**src/fmcs_pkg.sv**
```systemverilog
// Shared constants and carrier types of the framer master config block.
package fmcs_pkg;

  // ****************************************************
  // Register indices; byte address is four times these.
  // ****************************************************
  localparam int IDX_W = 10;
  localparam logic [9:0] IDX_MASTER_CONFIG_ONE = 10'h001;
  localparam logic [9:0] IDX_MASTER_CONFIG_TWO = 10'h002;
  localparam logic [9:0] IDX_CLOCK_ACTIVITY = 10'h003;
  localparam logic [9:0] IDX_BLOCK_IRQ_SUMMARY = 10'h004;
  localparam logic [9:0] IDX_TX_TRACE_BYTE = 10'h0F8;
  localparam logic [9:0] IDX_TRACE_BUFFER_CTRL = 10'h0F9;
  localparam int TEST_REG_SELECT_BIT = 8;

  // ****************************************************
  // Field positions.
  // ****************************************************
  localparam int MC1_TRACE_FORMAT_SDH_SELECT = 5;
  localparam int MC2_SERIAL_LINE_LOOPBACK_EN = 7;
  localparam int MC2_SERIAL_DIAG_LOOPBACK_EN = 6;
  localparam int MC2_LOOP_TIMING_SELECT = 5;
  localparam int MC2_PATH_DIAG_LOOPBACK_EN = 4;
  localparam int MC2_AUTO_LINE_RDI_EN = 3;
  localparam int MC2_AUTO_PATH_RDI_EN = 2;
  localparam int MC2_AUTO_LINE_FEBE_EN = 1;
  localparam int MC2_AUTO_PATH_FEBE_EN = 0;
  localparam int TBUF_TX_TRACE_BUFFER_ENABLE = 0;

  // ****************************************************
  // Reset values and masks.
  // ****************************************************
  localparam logic [7:0] MC2_RESET = 8'h0F;
  localparam logic [7:0] CLOCK_ACTIVITY_MASK = 8'hF7;
  localparam logic [7:0] IRQ_SUMMARY_MASK = 8'h7F;
  localparam logic [7:0] SONET_TRACE_FIRST = 8'h01;

  // ****************************************************
  // AXI4-Lite answers.
  // ****************************************************
  localparam logic [1:0] RESP_OKAY = 2'h0;
  localparam logic [1:0] RESP_SLVERR = 2'h2;

  // Monitored clocks, packed in clock activity bit order.
  typedef struct packed {
    logic tx_line_clock;
    logic rx_line_clock;
    logic rx_system_clock;
    logic tx_system_clock;
    logic spare;
    logic synth_reference_clock;
    logic parallel_rx_clock;
    logic parallel_tx_clock;
  } fmcs_mon_clk_s;

  // Block interrupt requests, packed in summary bit order.
  typedef struct packed {
    logic concat_irq_pending;
    logic alarm_ber_irq_pending;
    logic tx_cell_irq_pending;
    logic rx_cell_irq_pending;
    logic rx_path_irq_pending;
    logic rx_line_irq_pending;
    logic rx_section_irq_pending;
  } fmcs_irq_s;

  // Loopback and timing controls toward the datapath.
  typedef struct packed {
    logic path_diag_loopback;
    logic serial_diag_loopback;
    logic serial_line_loopback;
    logic loop_timing_select;
  } fmcs_loop_s;

endpackage

```
**src/fmcs_top.sv**
```systemverilog
// Master configuration and status registers behind an AXI4-Lite slave.
//
// The AXI4-Lite slave port was decided locally.
`timescale 1ns/10ps

// How it works
// - SDH format drives every trace byte slot with the transmit trace byte.
// - SONET format numbers trace slots upward from 1 to N.
// - SDH plus trace buffer enable replaces only the first trace slot.
// - Path FEBE enabled gives one path FEBE per path BIP error.
// - Path FEBE disabled gives no path FEBE from BIP errors.
// - Line FEBE enabled gives one line FEBE per line BIP error.
// - Line FEBE disabled gives no line FEBE from BIP errors.
// - Auto path RDI inserts path RDI on any enabled path alarm.
// - Auto line RDI inserts line RDI on any enabled line alarm.
// - Path diagnostic loopback feeds transmit path into receive path.
// - Loop timing picks recovered clock, otherwise synthesized clock.
// - Serial diagnostic loopback routes transmit serial into receive.
// - Line loopback in 622.08 Mbit/s mode returns received data.
// - Clock activity bits set on rising edges, whole register clears on read.
// - Clock activity bits 7,6,5,4,2,1,0 map the seven monitored clocks.
// - Summary register shows read-only per-block interrupt requests.
// - Reading the summary acknowledges nothing; blocks clear their own.
// - Summary bit is high only while its block has an enabled request.
// - Writable bits reset to zero except the four auto enables.
module fmcs_top #(
  parameter int ADDR_W = 12,
  parameter int STS_N = 12,
  parameter int ALARM_W = 8
) (
  input wire logic clk, // 10 MHz register clock
  input wire logic srst, // synchronous reset, active high
  input wire logic ce, // clock enable, freezes all state when low
  input wire logic [ADDR_W-1:0] s_axi_awaddr, // write address
  input wire logic s_axi_awvalid, // write address valid
  output logic s_axi_awready, // write address ready
  input wire logic [31:0] s_axi_wdata, // write data
  input wire logic [3:0] s_axi_wstrb, // write byte strobes
  input wire logic s_axi_wvalid, // write data valid
  output logic s_axi_wready, // write data ready
  output logic [1:0] s_axi_bresp, // write response
  output logic s_axi_bvalid, // write response valid
  input wire logic s_axi_bready, // write response ready
  input wire logic [ADDR_W-1:0] s_axi_araddr, // read address
  input wire logic s_axi_arvalid, // read address valid
  output logic s_axi_arready, // read address ready
  output logic [31:0] s_axi_rdata, // read data
  output logic [1:0] s_axi_rresp, // read response
  output logic s_axi_rvalid, // read data valid
  input wire logic s_axi_rready, // read data ready
  input wire fmcs_pkg::fmcs_mon_clk_s mon_clocks, // monitored clocks
  input wire fmcs_pkg::fmcs_irq_s block_irq, // enabled block requests
  input wire logic path_bip_err_evt, // path BIP error pulse
  input wire logic line_bip_err_evt, // line BIP error pulse
  input wire logic [ALARM_W-1:0] path_alarm, // declared path alarms
  input wire logic [ALARM_W-1:0] path_alarm_rdi_en, // path RDI enables
  input wire logic [ALARM_W-1:0] line_alarm, // declared line alarms
  input wire logic [ALARM_W-1:0] line_alarm_rdi_en, // line RDI enables
  input wire logic serial_622_mode, // serial line interface selected
  input wire logic [$clog2(STS_N)-1:0] trace_slot, // trace slot, 0 first
  input wire logic [7:0] trace_buffer_byte, // byte from trace buffer
  output logic [7:0] trace_byte, // trace byte to insert
  output logic path_febe_insert, // one pulse per path FEBE
  output logic line_febe_insert, // one pulse per line FEBE
  output logic path_rdi_insert, // path RDI insert level
  output logic line_rdi_insert, // line RDI insert level
  output fmcs_pkg::fmcs_loop_s loop_ctrl, // loopback and timing
  output logic irq_out_n // interrupt, active low
);

  localparam int SLOT_W = $clog2(STS_N);

  typedef struct packed {
    logic awready;
    logic wready;
    logic arready;
    logic bvalid;
    logic rvalid;
    logic [1:0] bresp;
    logic [1:0] rresp;
    logic [31:0] rdata;
    logic aw_held;
    logic w_held;
    logic [fmcs_pkg::IDX_W-1:0] aw_idx;
    logic [7:0] wbyte;
    logic wlane;
    logic trace_format_sdh_select;
    logic tx_trace_buffer_enable;
    logic [7:0] tx_trace_value;
    logic [7:0] master_config_two;
    logic [7:0] clk_sync1;
    logic [7:0] clk_sync2;
    logic [7:0] clk_prev;
    logic [7:0] clock_activity_monitor;
    logic [7:0] block_interrupt_summary;
    logic irq_n;
    fmcs_pkg::fmcs_loop_s loop;
    logic path_febe;
    logic line_febe;
    logic path_rdi;
    logic line_rdi;
    logic [7:0] trace_out;
  } fmcs_state_s;

  // The reset state is spelled out field by field; only the automatic
  // insertion enables and the released interrupt output start high.
  localparam fmcs_state_s STATE_RESET = '{
    awready: 1'h0,
    wready: 1'h0,
    arready: 1'h0,
    bvalid: 1'h0,
    rvalid: 1'h0,
    bresp: fmcs_pkg::RESP_OKAY,
    rresp: fmcs_pkg::RESP_OKAY,
    rdata: 32'h00000000,
    aw_held: 1'h0,
    w_held: 1'h0,
    aw_idx: '0,
    wbyte: 8'h00,
    wlane: 1'h0,
    trace_format_sdh_select: 1'h0,
    tx_trace_buffer_enable: 1'h0,
    tx_trace_value: 8'h00,
    master_config_two: fmcs_pkg::MC2_RESET,
    clk_sync1: 8'h00,
    clk_sync2: 8'h00,
    clk_prev: 8'h00,
    clock_activity_monitor: 8'h00,
    block_interrupt_summary: 8'h00,
    irq_n: 1'h1,
    loop: '0,
    path_febe: 1'h0,
    line_febe: 1'h0,
    path_rdi: 1'h0,
    line_rdi: 1'h0,
    trace_out: 8'h00
  };

  fmcs_state_s q;
  fmcs_state_s next_q;

  // Index of a byte address; word offset drops the two low bits.
  function automatic logic [fmcs_pkg::IDX_W-1:0] to_idx(
    input logic [ADDR_W-1:0] addr
  );
    to_idx = addr[fmcs_pkg::IDX_W+1:2];
  endfunction

  // Index bit 8 steers to the test space, which this block leaves unmapped.
  function automatic logic in_test_space(
    input logic [fmcs_pkg::IDX_W-1:0] idx
  );
    in_test_space = idx[fmcs_pkg::TEST_REG_SELECT_BIT];
  endfunction

  // Normal-mode space only; the test bit steers to unmapped space.
  function automatic logic is_mapped(
    input logic [fmcs_pkg::IDX_W-1:0] idx
  );
    is_mapped = !in_test_space(idx) &&
      (idx == fmcs_pkg::IDX_MASTER_CONFIG_ONE ||
       idx == fmcs_pkg::IDX_MASTER_CONFIG_TWO ||
       idx == fmcs_pkg::IDX_CLOCK_ACTIVITY ||
       idx == fmcs_pkg::IDX_BLOCK_IRQ_SUMMARY ||
       idx == fmcs_pkg::IDX_TX_TRACE_BYTE ||
       idx == fmcs_pkg::IDX_TRACE_BUFFER_CTRL);
  endfunction

  always_comb begin
    logic [fmcs_pkg::IDX_W-1:0] ridx;
    logic [7:0] rbyte;
    logic [7:0] edges;
    logic [7:0] mc2;
    next_q = q;
    ridx = to_idx(s_axi_araddr);
    rbyte = 8'h00;
    mc2 = q.master_config_two;
    edges = 8'h00;

    // ****************************************************
    // Write channel: address and data in either order.
    // ****************************************************
    // The held flags let address and data land on separate edges; the
    // price is one extra cycle before the write response.
    if (q.awready && s_axi_awvalid) begin
      next_q.aw_held = 1'b1;
      next_q.aw_idx = to_idx(s_axi_awaddr);
    end
    if (q.wready && s_axi_wvalid) begin
      next_q.w_held = 1'b1;
      next_q.wbyte = s_axi_wdata[7:0];
      next_q.wlane = s_axi_wstrb[0];
    end
    if (q.bvalid && s_axi_bready) begin
      next_q.bvalid = 1'b0;
    end
    if (q.aw_held && q.w_held && !q.bvalid) begin
      next_q.aw_held = 1'b0;
      next_q.w_held = 1'b0;
      next_q.bvalid = 1'b1;
      next_q.bresp = is_mapped(q.aw_idx) ? fmcs_pkg::RESP_OKAY :
        fmcs_pkg::RESP_SLVERR;
      if (q.wlane && !in_test_space(q.aw_idx)) begin
        case (q.aw_idx)
          fmcs_pkg::IDX_MASTER_CONFIG_ONE: begin
            next_q.trace_format_sdh_select =
              q.wbyte[fmcs_pkg::MC1_TRACE_FORMAT_SDH_SELECT];
          end
          fmcs_pkg::IDX_MASTER_CONFIG_TWO: begin
            next_q.master_config_two = q.wbyte;
          end
          fmcs_pkg::IDX_TX_TRACE_BYTE: begin
            next_q.tx_trace_value = q.wbyte;
          end
          fmcs_pkg::IDX_TRACE_BUFFER_CTRL: begin
            next_q.tx_trace_buffer_enable =
              q.wbyte[fmcs_pkg::TBUF_TX_TRACE_BUFFER_ENABLE];
          end
          default: begin
            // Read-only and clear-on-read registers ignore writes.
          end
        endcase
      end
    end
    next_q.awready = !next_q.aw_held && !next_q.bvalid;
    next_q.wready = !next_q.w_held && !next_q.bvalid;

    // ****************************************************
    // Read channel.
    // ****************************************************
    // One read at a time: arready stays low while an answer waits, so a
    // clear-on-read register is cleared once per answer.
    if (q.rvalid && s_axi_rready) begin
      next_q.rvalid = 1'b0;
    end
    if (q.arready && s_axi_arvalid) begin
      case (ridx)
        fmcs_pkg::IDX_MASTER_CONFIG_ONE: begin
          rbyte[fmcs_pkg::MC1_TRACE_FORMAT_SDH_SELECT] =
            q.trace_format_sdh_select;
        end
        fmcs_pkg::IDX_MASTER_CONFIG_TWO: begin
          rbyte = q.master_config_two;
        end
        fmcs_pkg::IDX_CLOCK_ACTIVITY: begin
          rbyte = q.clock_activity_monitor;
          // Whole register clears; edges below may set it again.
          next_q.clock_activity_monitor = 8'h00;
        end
        fmcs_pkg::IDX_BLOCK_IRQ_SUMMARY: begin
          // A plain read; requests are acknowledged in their blocks.
          rbyte = q.block_interrupt_summary;
        end
        fmcs_pkg::IDX_TX_TRACE_BYTE: begin
          rbyte = q.tx_trace_value;
        end
        fmcs_pkg::IDX_TRACE_BUFFER_CTRL: begin
          rbyte[fmcs_pkg::TBUF_TX_TRACE_BUFFER_ENABLE] =
            q.tx_trace_buffer_enable;
        end
        default: begin
          rbyte = 8'h00;
        end
      endcase
      if (in_test_space(ridx)) begin
        rbyte = 8'h00;
      end
      next_q.rvalid = 1'b1;
      next_q.rdata = {24'h000000, rbyte};
      next_q.rresp = is_mapped(ridx) ? fmcs_pkg::RESP_OKAY :
        fmcs_pkg::RESP_SLVERR;
    end
    next_q.arready = !next_q.rvalid;

    // ****************************************************
    // Clock activity monitor.
    // ****************************************************
    // A monitored clock is seen only if each level lasts longer than a
    // register clock period; a faster clock must be divided down before
    // it reaches this block.
    // Edge detection reads only the second stage of each synchroniser.
    next_q.clk_sync1 = mon_clocks & fmcs_pkg::CLOCK_ACTIVITY_MASK;
    next_q.clk_sync2 = q.clk_sync1;
    next_q.clk_prev = q.clk_sync2;
    edges = q.clk_sync2 & ~q.clk_prev & fmcs_pkg::CLOCK_ACTIVITY_MASK;
    // Setting after the read clear keeps an edge that meets a read.
    next_q.clock_activity_monitor =
      next_q.clock_activity_monitor | edges;

    // ****************************************************
    // Interrupt summary and output.
    // ****************************************************
    next_q.block_interrupt_summary =
      {1'b0, block_irq} & fmcs_pkg::IRQ_SUMMARY_MASK;
    // The output lags the requests by two cycles, one behind the summary.
    next_q.irq_n = ~|q.block_interrupt_summary;

    // ****************************************************
    // Automatic FEBE and RDI insertion.
    // ****************************************************
    // Each error pulse gives its own insert pulse, so back-to-back errors
    // are never merged into a single FEBE.
    next_q.path_febe = path_bip_err_evt &&
      mc2[fmcs_pkg::MC2_AUTO_PATH_FEBE_EN];
    next_q.line_febe = line_bip_err_evt &&
      mc2[fmcs_pkg::MC2_AUTO_LINE_FEBE_EN];
    next_q.path_rdi = mc2[fmcs_pkg::MC2_AUTO_PATH_RDI_EN] &&
      |(path_alarm & path_alarm_rdi_en);
    next_q.line_rdi = mc2[fmcs_pkg::MC2_AUTO_LINE_RDI_EN] &&
      |(line_alarm & line_alarm_rdi_en);

    // ****************************************************
    // Loopbacks and transmit timing.
    // ****************************************************
    // Conflicting loopback settings are passed on as written; software
    // is expected to keep them exclusive.
    next_q.loop.path_diag_loopback =
      mc2[fmcs_pkg::MC2_PATH_DIAG_LOOPBACK_EN];
    next_q.loop.serial_diag_loopback =
      mc2[fmcs_pkg::MC2_SERIAL_DIAG_LOOPBACK_EN];
    next_q.loop.serial_line_loopback = serial_622_mode &&
      mc2[fmcs_pkg::MC2_SERIAL_LINE_LOOPBACK_EN];
    next_q.loop.loop_timing_select =
      mc2[fmcs_pkg::MC2_LOOP_TIMING_SELECT];

    // ****************************************************
    // Section trace byte generation.
    // ****************************************************
    // The slot index is sampled with the byte, so the caller presents each
    // slot one cycle before its byte is due.
    if (q.trace_format_sdh_select) begin
      if (q.tx_trace_buffer_enable && trace_slot == {SLOT_W{1'b0}}) begin
        next_q.trace_out = trace_buffer_byte;
      end else begin
        next_q.trace_out = q.tx_trace_value;
      end
    end else begin
      next_q.trace_out = 8'(trace_slot) + fmcs_pkg::SONET_TRACE_FIRST;
    end
  end

  // A low clock enable freezes the bus handshakes too; a master must not
  // time out while the enable is held low.
  always_ff @(posedge clk) begin
    if (srst) begin
      q <= STATE_RESET;
    end else if (ce) begin
      q <= next_q;
    end
  end

  assign s_axi_awready = q.awready;
  assign s_axi_wready = q.wready;
  assign s_axi_bvalid = q.bvalid;
  assign s_axi_bresp = q.bresp;
  assign s_axi_arready = q.arready;
  assign s_axi_rvalid = q.rvalid;
  assign s_axi_rresp = q.rresp;
  assign s_axi_rdata = q.rdata;
  assign trace_byte = q.trace_out;
  assign path_febe_insert = q.path_febe;
  assign line_febe_insert = q.line_febe;
  assign path_rdi_insert = q.path_rdi;
  assign line_rdi_insert = q.line_rdi;
  assign loop_ctrl = q.loop;
  assign irq_out_n = q.irq_n;

endmodule

```
**config.mk**
```make
export PLATFORM = sky130hd
export DESIGN_NAME = fmcs_top
export DESIGN_NICKNAME = d
export VERILOG_FILES = /design/src/fmcs_pkg.sv /design/src/fmcs_top.sv
export SDC_FILE = /design/constraint.sdc
export NUM_CORES = 1
export LEC_CHECK = 0
export ABC_AREA = 1
export BUFFER_PORTS_ARGS = -buffer_cell sky130_fd_sc_hd__buf_2
export CORE_UTILIZATION = 44
export DETAILED_ROUTE_END_ITERATION = 10
export PLACE_DENSITY = 0.76
export SLEW_MARGIN = 20
export SYNTH_ARGS = -nofsm -noshare
export SYNTH_HDL_FRONTEND = slang
export SYNTH_SLANG_ARGS = --single-unit
```
**constraint.sdc**
```tcl
create_clock -name clk -period 1.6 [get_ports clk]
set_clock_uncertainty 0.15 [all_clocks]
set_input_delay 0.08 -clock clk [delete_from_list [all_inputs] [get_ports clk]]
set_output_delay 0.08 -clock clk [all_outputs]
set_load 0.005 [all_outputs]
```
==> results_dict.tcl, run 1 <==
set metrics [dict create \
    drt_wl_total_mm 14.30 \
    grt_max_degree 34 \
    drc 0 \
    hold_path_class "in -> reg" \
    viasPerCell 5.129 \
    yosys_warnings 0 \
    avgRoutedWirePerCell_microns 14.13 \
    grt_pass1_vias 4933 \
    regArea_sq_mm 0.002127 \
    slowest_stage "dlygate4sd3_1" \
    fin_setup_tns_ps 0 \
    synth_enable_flop_cells 0 \
    ys.flop_type "dfxtp_1" \
    gr-usage-met3_pct 6.295 \
    h-tree-depth 3 \
    crit_required_ps 1720 \
    setup_viol 0 \
    end_kind "flip-flop" \
    cts_tree "yes" \
    cp_cell_sequence "dlygate4sd3_1 -> buf_2 -> nand2_1 -> dlygate4sd3_1 -> nand4_1 -> o21ai_1 -> a21oi_1" \
    maxCapViolCount 0 \
    drt-initial-drc-count 357 \
    worst_skew_pair.late_latency_ps 380 \
    clock.fmax_mhz 651.1 \
    min_period_ps 1536 \
    fin_ws_ps 64.08 \
    hpwl_mm 8.623 \
    rows 38 \
    antenna_found_initial 0 \
    slew_viol_final 0 \
    portBuffers 129 \
    power.leakage_nw 3.033 \
    cts_root_buffer "clkbuf_8" \
    grt_use_met1_pct 31.27 \
    clk_pin_slew_ps 100 \
    diodes 0 \
    grt_use_met2_pct 42.72 \
    fillers 938 \
    path_buf_inv 3 \
    synthArstFlopShare_pct 0 \
    critPathMaxStageDelay_ps 560 \
    globalRouteTotalUtil_pct 25.81 \
    synthCells 665 \
    drive_gt1_share_pct 27.18 \
    netlist_area_sq_mm 0.004883 \
    nets 999 \
    arrival_ps 1660 \
    initial_core_util_pct 45.05 \
    gp_congestion 0.8869 \
    area_delta_synth_final_pct 38.15 \
    power.total_w 0.005267 \
    numCtsBuffers 9 \
    grt_pass1_wl_mm 23.40 \
    fp.dieW_microns 107.4 \
    gr-total-overflow 0 \
    cellPowerDensity_mw_per_mm2 780.7 \
    clock-sinks 106 \
    critPathLaunchType "primary input" \
    ys_types 34 \
    pin_count 188 \
    crit_top_cell "dlygate4sd3_1" \
    rrSetupSlack_ps 80 \
    place_area_sq_mm 0.005543 \
    die_h_microns 107.4 \
    core_region_area_sq_mm 0.01084 \
    synth-seq-cells 106 \
    outcome "completed" \
    ant_nets 0 \
    critPathMaxFanout 1 \
    finalInstanceArea_sq_mm 0.006746 \
    drtPass1Iterations 5 \
    hold_viol 0 \
    final.period_utilization_pct 96.00 \
    clk_path_buf_depth 2 \
    die_area_sq_mm 0.01152 \
    path_class "in -> reg" \
    seq_area_frac_synth_pct 43.45 \
    syn_avg_cell_area_sq_um 7.344 \
    pre_cts_slack_ps 23.35 \
    ir_drop_uv 538.2 \
    multi_input_area_sq_mm 0.002320 \
    busiest_layer "met2" \
    crit_family "buffers and inverters" \
    vias 5191 \
]
## cells in the final DEF (no fill, tap or decap), types with 4 or more instances in the layout
master         instances
buf_2                126
dfxtp_1              102
nand2_1               82
nor2_1                79
a21oi_1               78
dlygate4sd3_1         75
o21ai_0               53
inv_1                 38
buf_4                 29
o21ai_1               28
conb_1                26
nand3_1               25
nand4_1               23
inv_2                 10
clkbuf_8              10
or2_2                  8
nand2_2                8
nor2_4                 6
o211ai_1               6
nand3_2                5
nor2_2                 4
dfxtp_2                4
## cell families (layout without fill, tap and decap cells)
group	Yosys count	in the layout	synth area share, %
AND/OR/NAND/NOR	246	250	22.80
flip-flops	106	106	43.45
buffers and inverters	130	308	13.99
adder cells (fa/ha/maj)	2	2	0.5123
AO/OA/AOI/OAI	180	180	19.16
other	1	26	0.07679
## worst paths after layout
kind                                            from  cells past startpoint         endpoint
worst max-delay path            path_alarm_rdi_en[6]                      7  path_rdi_insert
worst min-delay path                   line_alarm[7]                      5  line_rdi_insert
worst max register to register                 q[87]                      8            q[65]
worst min register to register                 q[35]                      2            q[35]
## final cells by class
cell class | count | share of cell area [%]
clock inverter | 5 | 0.8902
tap | 140 | 2.596
inverter | 55 | 3.320
sequential | 106 | 31.53
timing repair buffer | 237 | 25.19
multi-input combinational | 458 | 34.38
clock buffer | 11 | 2.096
## stage by stage
step,util (%),std cells,hold WS [ps]
after detailed placement,51.13,910,158.3
after global routing,62.23,1012,53.42
after floorplan,-,690,64.91
after CTS,61.17,1015,27.56
final,62.23,1012,10.05
after global placement,51.13,910,153.1
## worst min-delay path, delay by kind of cell
kind / cells / cell delay [ps]
buffers and inverters: 1 / 80
AND/OR/NAND/NOR: 2 / 130
AO/OA/AOI/OAI: 2 / 210
## per-layer routing
layer,part of all wire (%),up-vias
met5,0,-
met4,4.2,0
met3,5.8,61
met2,49,204
met1,41,2377
li1,-,2549
## synthesized netlist by cell type, types with 2 or more instances
master / count / area (sq um)
nor2_1: 84 / 315.3
clkbuf_1: 18 / 67.56
buf_4: 48 / 360.4
o211ai_1: 6 / 45.04
or2_2: 8 / 50.05
nand4_1: 23 / 143.9
buf_1: 3 / 11.26
a31oi_1: 3 / 18.77
nand3_1: 29 / 145.1
inv_1: 44 / 165.2
o21ai_1: 26 / 130.1
inv_2: 7 / 26.28
ha_1: 2 / 25.02
nand2_1: 88 / 330.3
o21ai_0: 58 / 290.3
clkinv_1: 3 / 11.26
a21oi_1: 81 / 405.4
nand2_4: 2 / 22.52
nor2_4: 3 / 33.78
a22oi_1: 2 / 15.01
buf_2: 5 / 25.02
nor3_1: 4 / 20.02
dfxtp_1: 106 / 2122
o31ai_1: 2 / 15.01
## state kept, by name (all words and copies together), names as in the netlist, 4 cells and up
| signal | cells |
|---|---|
| loop_ctrl | 4 |
| q | 57 |
| trace_byte | 8 |
| next_q | 17 |
| s_axi_rdata | 8 |
## power breakdown
part	internal [W]	total [W]	switching, W	leakage (nW)
Combinational	0.000380	0.000765	0.000385	2.06
Clock	0.000776	0.00170	0.000923	0.100
Sequential	0.00274	0.00280	0.0000588	0.868
## timing repair
item                                    4_1_cts  5_1_grt
endpoints found under the setup margin        3       34
setup buffers                                 1        6
endpoints found under the hold margin        57        0
resized for setup                             1       53
hold buffers                                 87        0
pin swaps                                     1       21
gates cloned                                  1        3
Power figures use the tool's default switching activity.
==> inputs of run 2 (changes only) <==
REMOVE_ABC_BUFFERS = 1   (was unset)
==> results_dict.tcl, run 2 (synthesized netlist as in run 1, its figures left out) <==
set metrics [dict create \
    ff2ff_path_depth 9 \
    globalRouteTotalUtil_pct 23.20 \
    cts_root_buffer "clkbuf_8" \
    crit_cells 9 \
    min_period_ps 1548 \
    die_area_sq_mm 0.01152 \
    cts_tree "yes" \
    path_class "reg -> reg" \
    fin_util_pct 62.85 \
    largest_register "q" \
    pre_cts_slack_ps -1.504 \
    maxCapViolCount 0 \
    hpwl_mm 8.281 \
    place_area_sq_mm 0.005483 \
    nets 1004 \
    critPathLaunchType "flip-flop" \
    busiest_layer "met2" \
    grt_use_met2_pct 40.92 \
    cellPowerDensity_mw_per_mm2 803.7 \
    finalInstanceArea_sq_mm 0.006813 \
    cp_cell_sequence "inv_2 -> nand4_1 -> nor2_2 -> nand2_2 -> clkinv_4 -> nand2_8 -> inv_8 -> o21ai_2 -> a21oi_2" \
    power.total_w 0.005476 \
    end_kind "flip-flop" \
    path_buf_inv 3 \
    final_common_cell "buf_2" \
    hold_path_class "in -> reg" \
    crit_start "s_axi_bvalid" \
    die_h_microns 107.4 \
    vias 5013 \
    largest_reg_flops 57 \
    area_delta_synth_final_pct 39.51 \
    critPathCapture "q[64]" \
    final_cell_mix "buf_2 (129), dfxtp_1 (99), dlygate4sd3_1 (86), nand2_1 (85), a21oi_1 (79)" \
    core_region_area_sq_mm 0.01084 \
    viasPerCell 4.929 \
    fin_ws_ps 52.29 \
    finalNonFillerCells 1017 \
    drtPass1Iterations 4 \
    ant_nets 0 \
    numCtsBuffers 9 \
    critPathMaxStageDelay_ps 340 \
    drive_gt1_share_pct 26.00 \
    slew_viol_final 0 \
    h-tree-depth 3 \
    rows 38 \
    worstHoldPathCells 3 \
    ir_drop_uv 448.8 \
    grt_use_met1_pct 27.84 \
    final.period_utilization_pct 96.73 \
    outcome "completed" \
    grt_pass1_vias 4572 \
    rrSetupSlack_ps 50 \
    grt_pass1_wl_mm 20.84 \
    arrival_ps 1720 \
    pin_count 188 \
    clk_path_buf_depth 2 \
    drt-initial-drc-count 224 \
    gp_congestion 0.8570 \
    clk_pin_slew_ps 110 \
    setup_viol 0 \
    timing.rr.end "q[64]" \
    slowest_stage "dfxtp_2" \
    crit_required_ps 1770 \
    crit_family "simple AND/OR/NAND/NOR gates" \
    grt_max_degree 77 \
    fillers 967 \
    critPathMaxFanout 8 \
    power.leakage_nw 3.011 \
    worst_skew_pair.late_latency_ps 390 \
    portBuffers 129 \
    dp_cells 902 \
    clock-sinks 106 \
    drt_wl_total_mm 13.75 \
    fp.dieW_microns 107.4 \
    gr-total-overflow 0 \
    drc 0 \
    hold_viol 0 \
    initial_core_util_pct 45.05 \
    gr-usage-met3_pct 5.266 \
    diodes 0 \
    avgRoutedWirePerCell_microns 13.52 \
    antenna_found_initial 0 \
    clock.fmax_mhz 646.1 \
    timing.rr.start "s_axi_bvalid" \
    rsz0062_at_grt "yes" \
]
## run 2: per-stage QoR
step | hold WS [ps] | setup TNS, ps
5_1_grt | 53.94 | -472.7
2_1_floorplan | -0.9342 | 0
6_report | 37.43 | 0
3_3_place_gp | 154.3 | 0
3_5_place_dp | 161.4 | -1.504
4_1_cts | 29.91 | 0
## run 2: metal layers
metal / vias up / share of wire, %
met5: - / 0
met4: 0 / 2.1
met3: 25 / 5.8
met2: 155 / 49
met1: 2263 / 43
li1: 2570 / -
## run 2: repair_timing
action | in CTS | in global routing
gates resized for setup | 3 | 45
setup buffers | 1 | 8
hold endpoints to repair | 57 | 0
cloned | 1 | 3
endpoints found under the setup margin | 3 | 34
hold buffers | 87 | 0
pin swaps | 1 | 15
## run 2: worst min path at each step
stage	start	endpoint	slack, ps
after global routing	srst	q[30]	50
after detailed placement	mon_clocks[0]	next_q[41]	160
after CTS	srst	s_axi_awready	30
after floorplan	srst	q[25]	-0.9
final	srst	s_axi_awready	40
after global placement	mon_clocks[0]	next_q[41]	150
## run 2: cell type report
class	instances	area, sq um	share of cell area [%]
well taps	140	175.2	2.571
clock inverters	7	107.6	1.579
clock buffers	9	123.9	1.818
inverters	55	224.0	3.287
multi-input cells	457	2293	33.66
repair buffers	243	1758	25.80
flip-flops and latches	106	2131	31.28
## run 2: power by group
part	switching [W]	internal [W]	leakage [nW]
Clock	0.00100	0.000914	0.114
Combinational	0.000368	0.000386	2.03
Sequential	0.0000573	0.00275	0.870
## run 2: worst reg2reg max path: cells and delay by family (launching register included)
| family | cells | cell delay, ps |
|---|---|---|
| and+or+nand+nor | 4 | 540 |
| AOI/OAI and AO/OA | 2 | 180 |
| buffers and inverters | 3 | 270 |
| DFF | 1 | 340 |
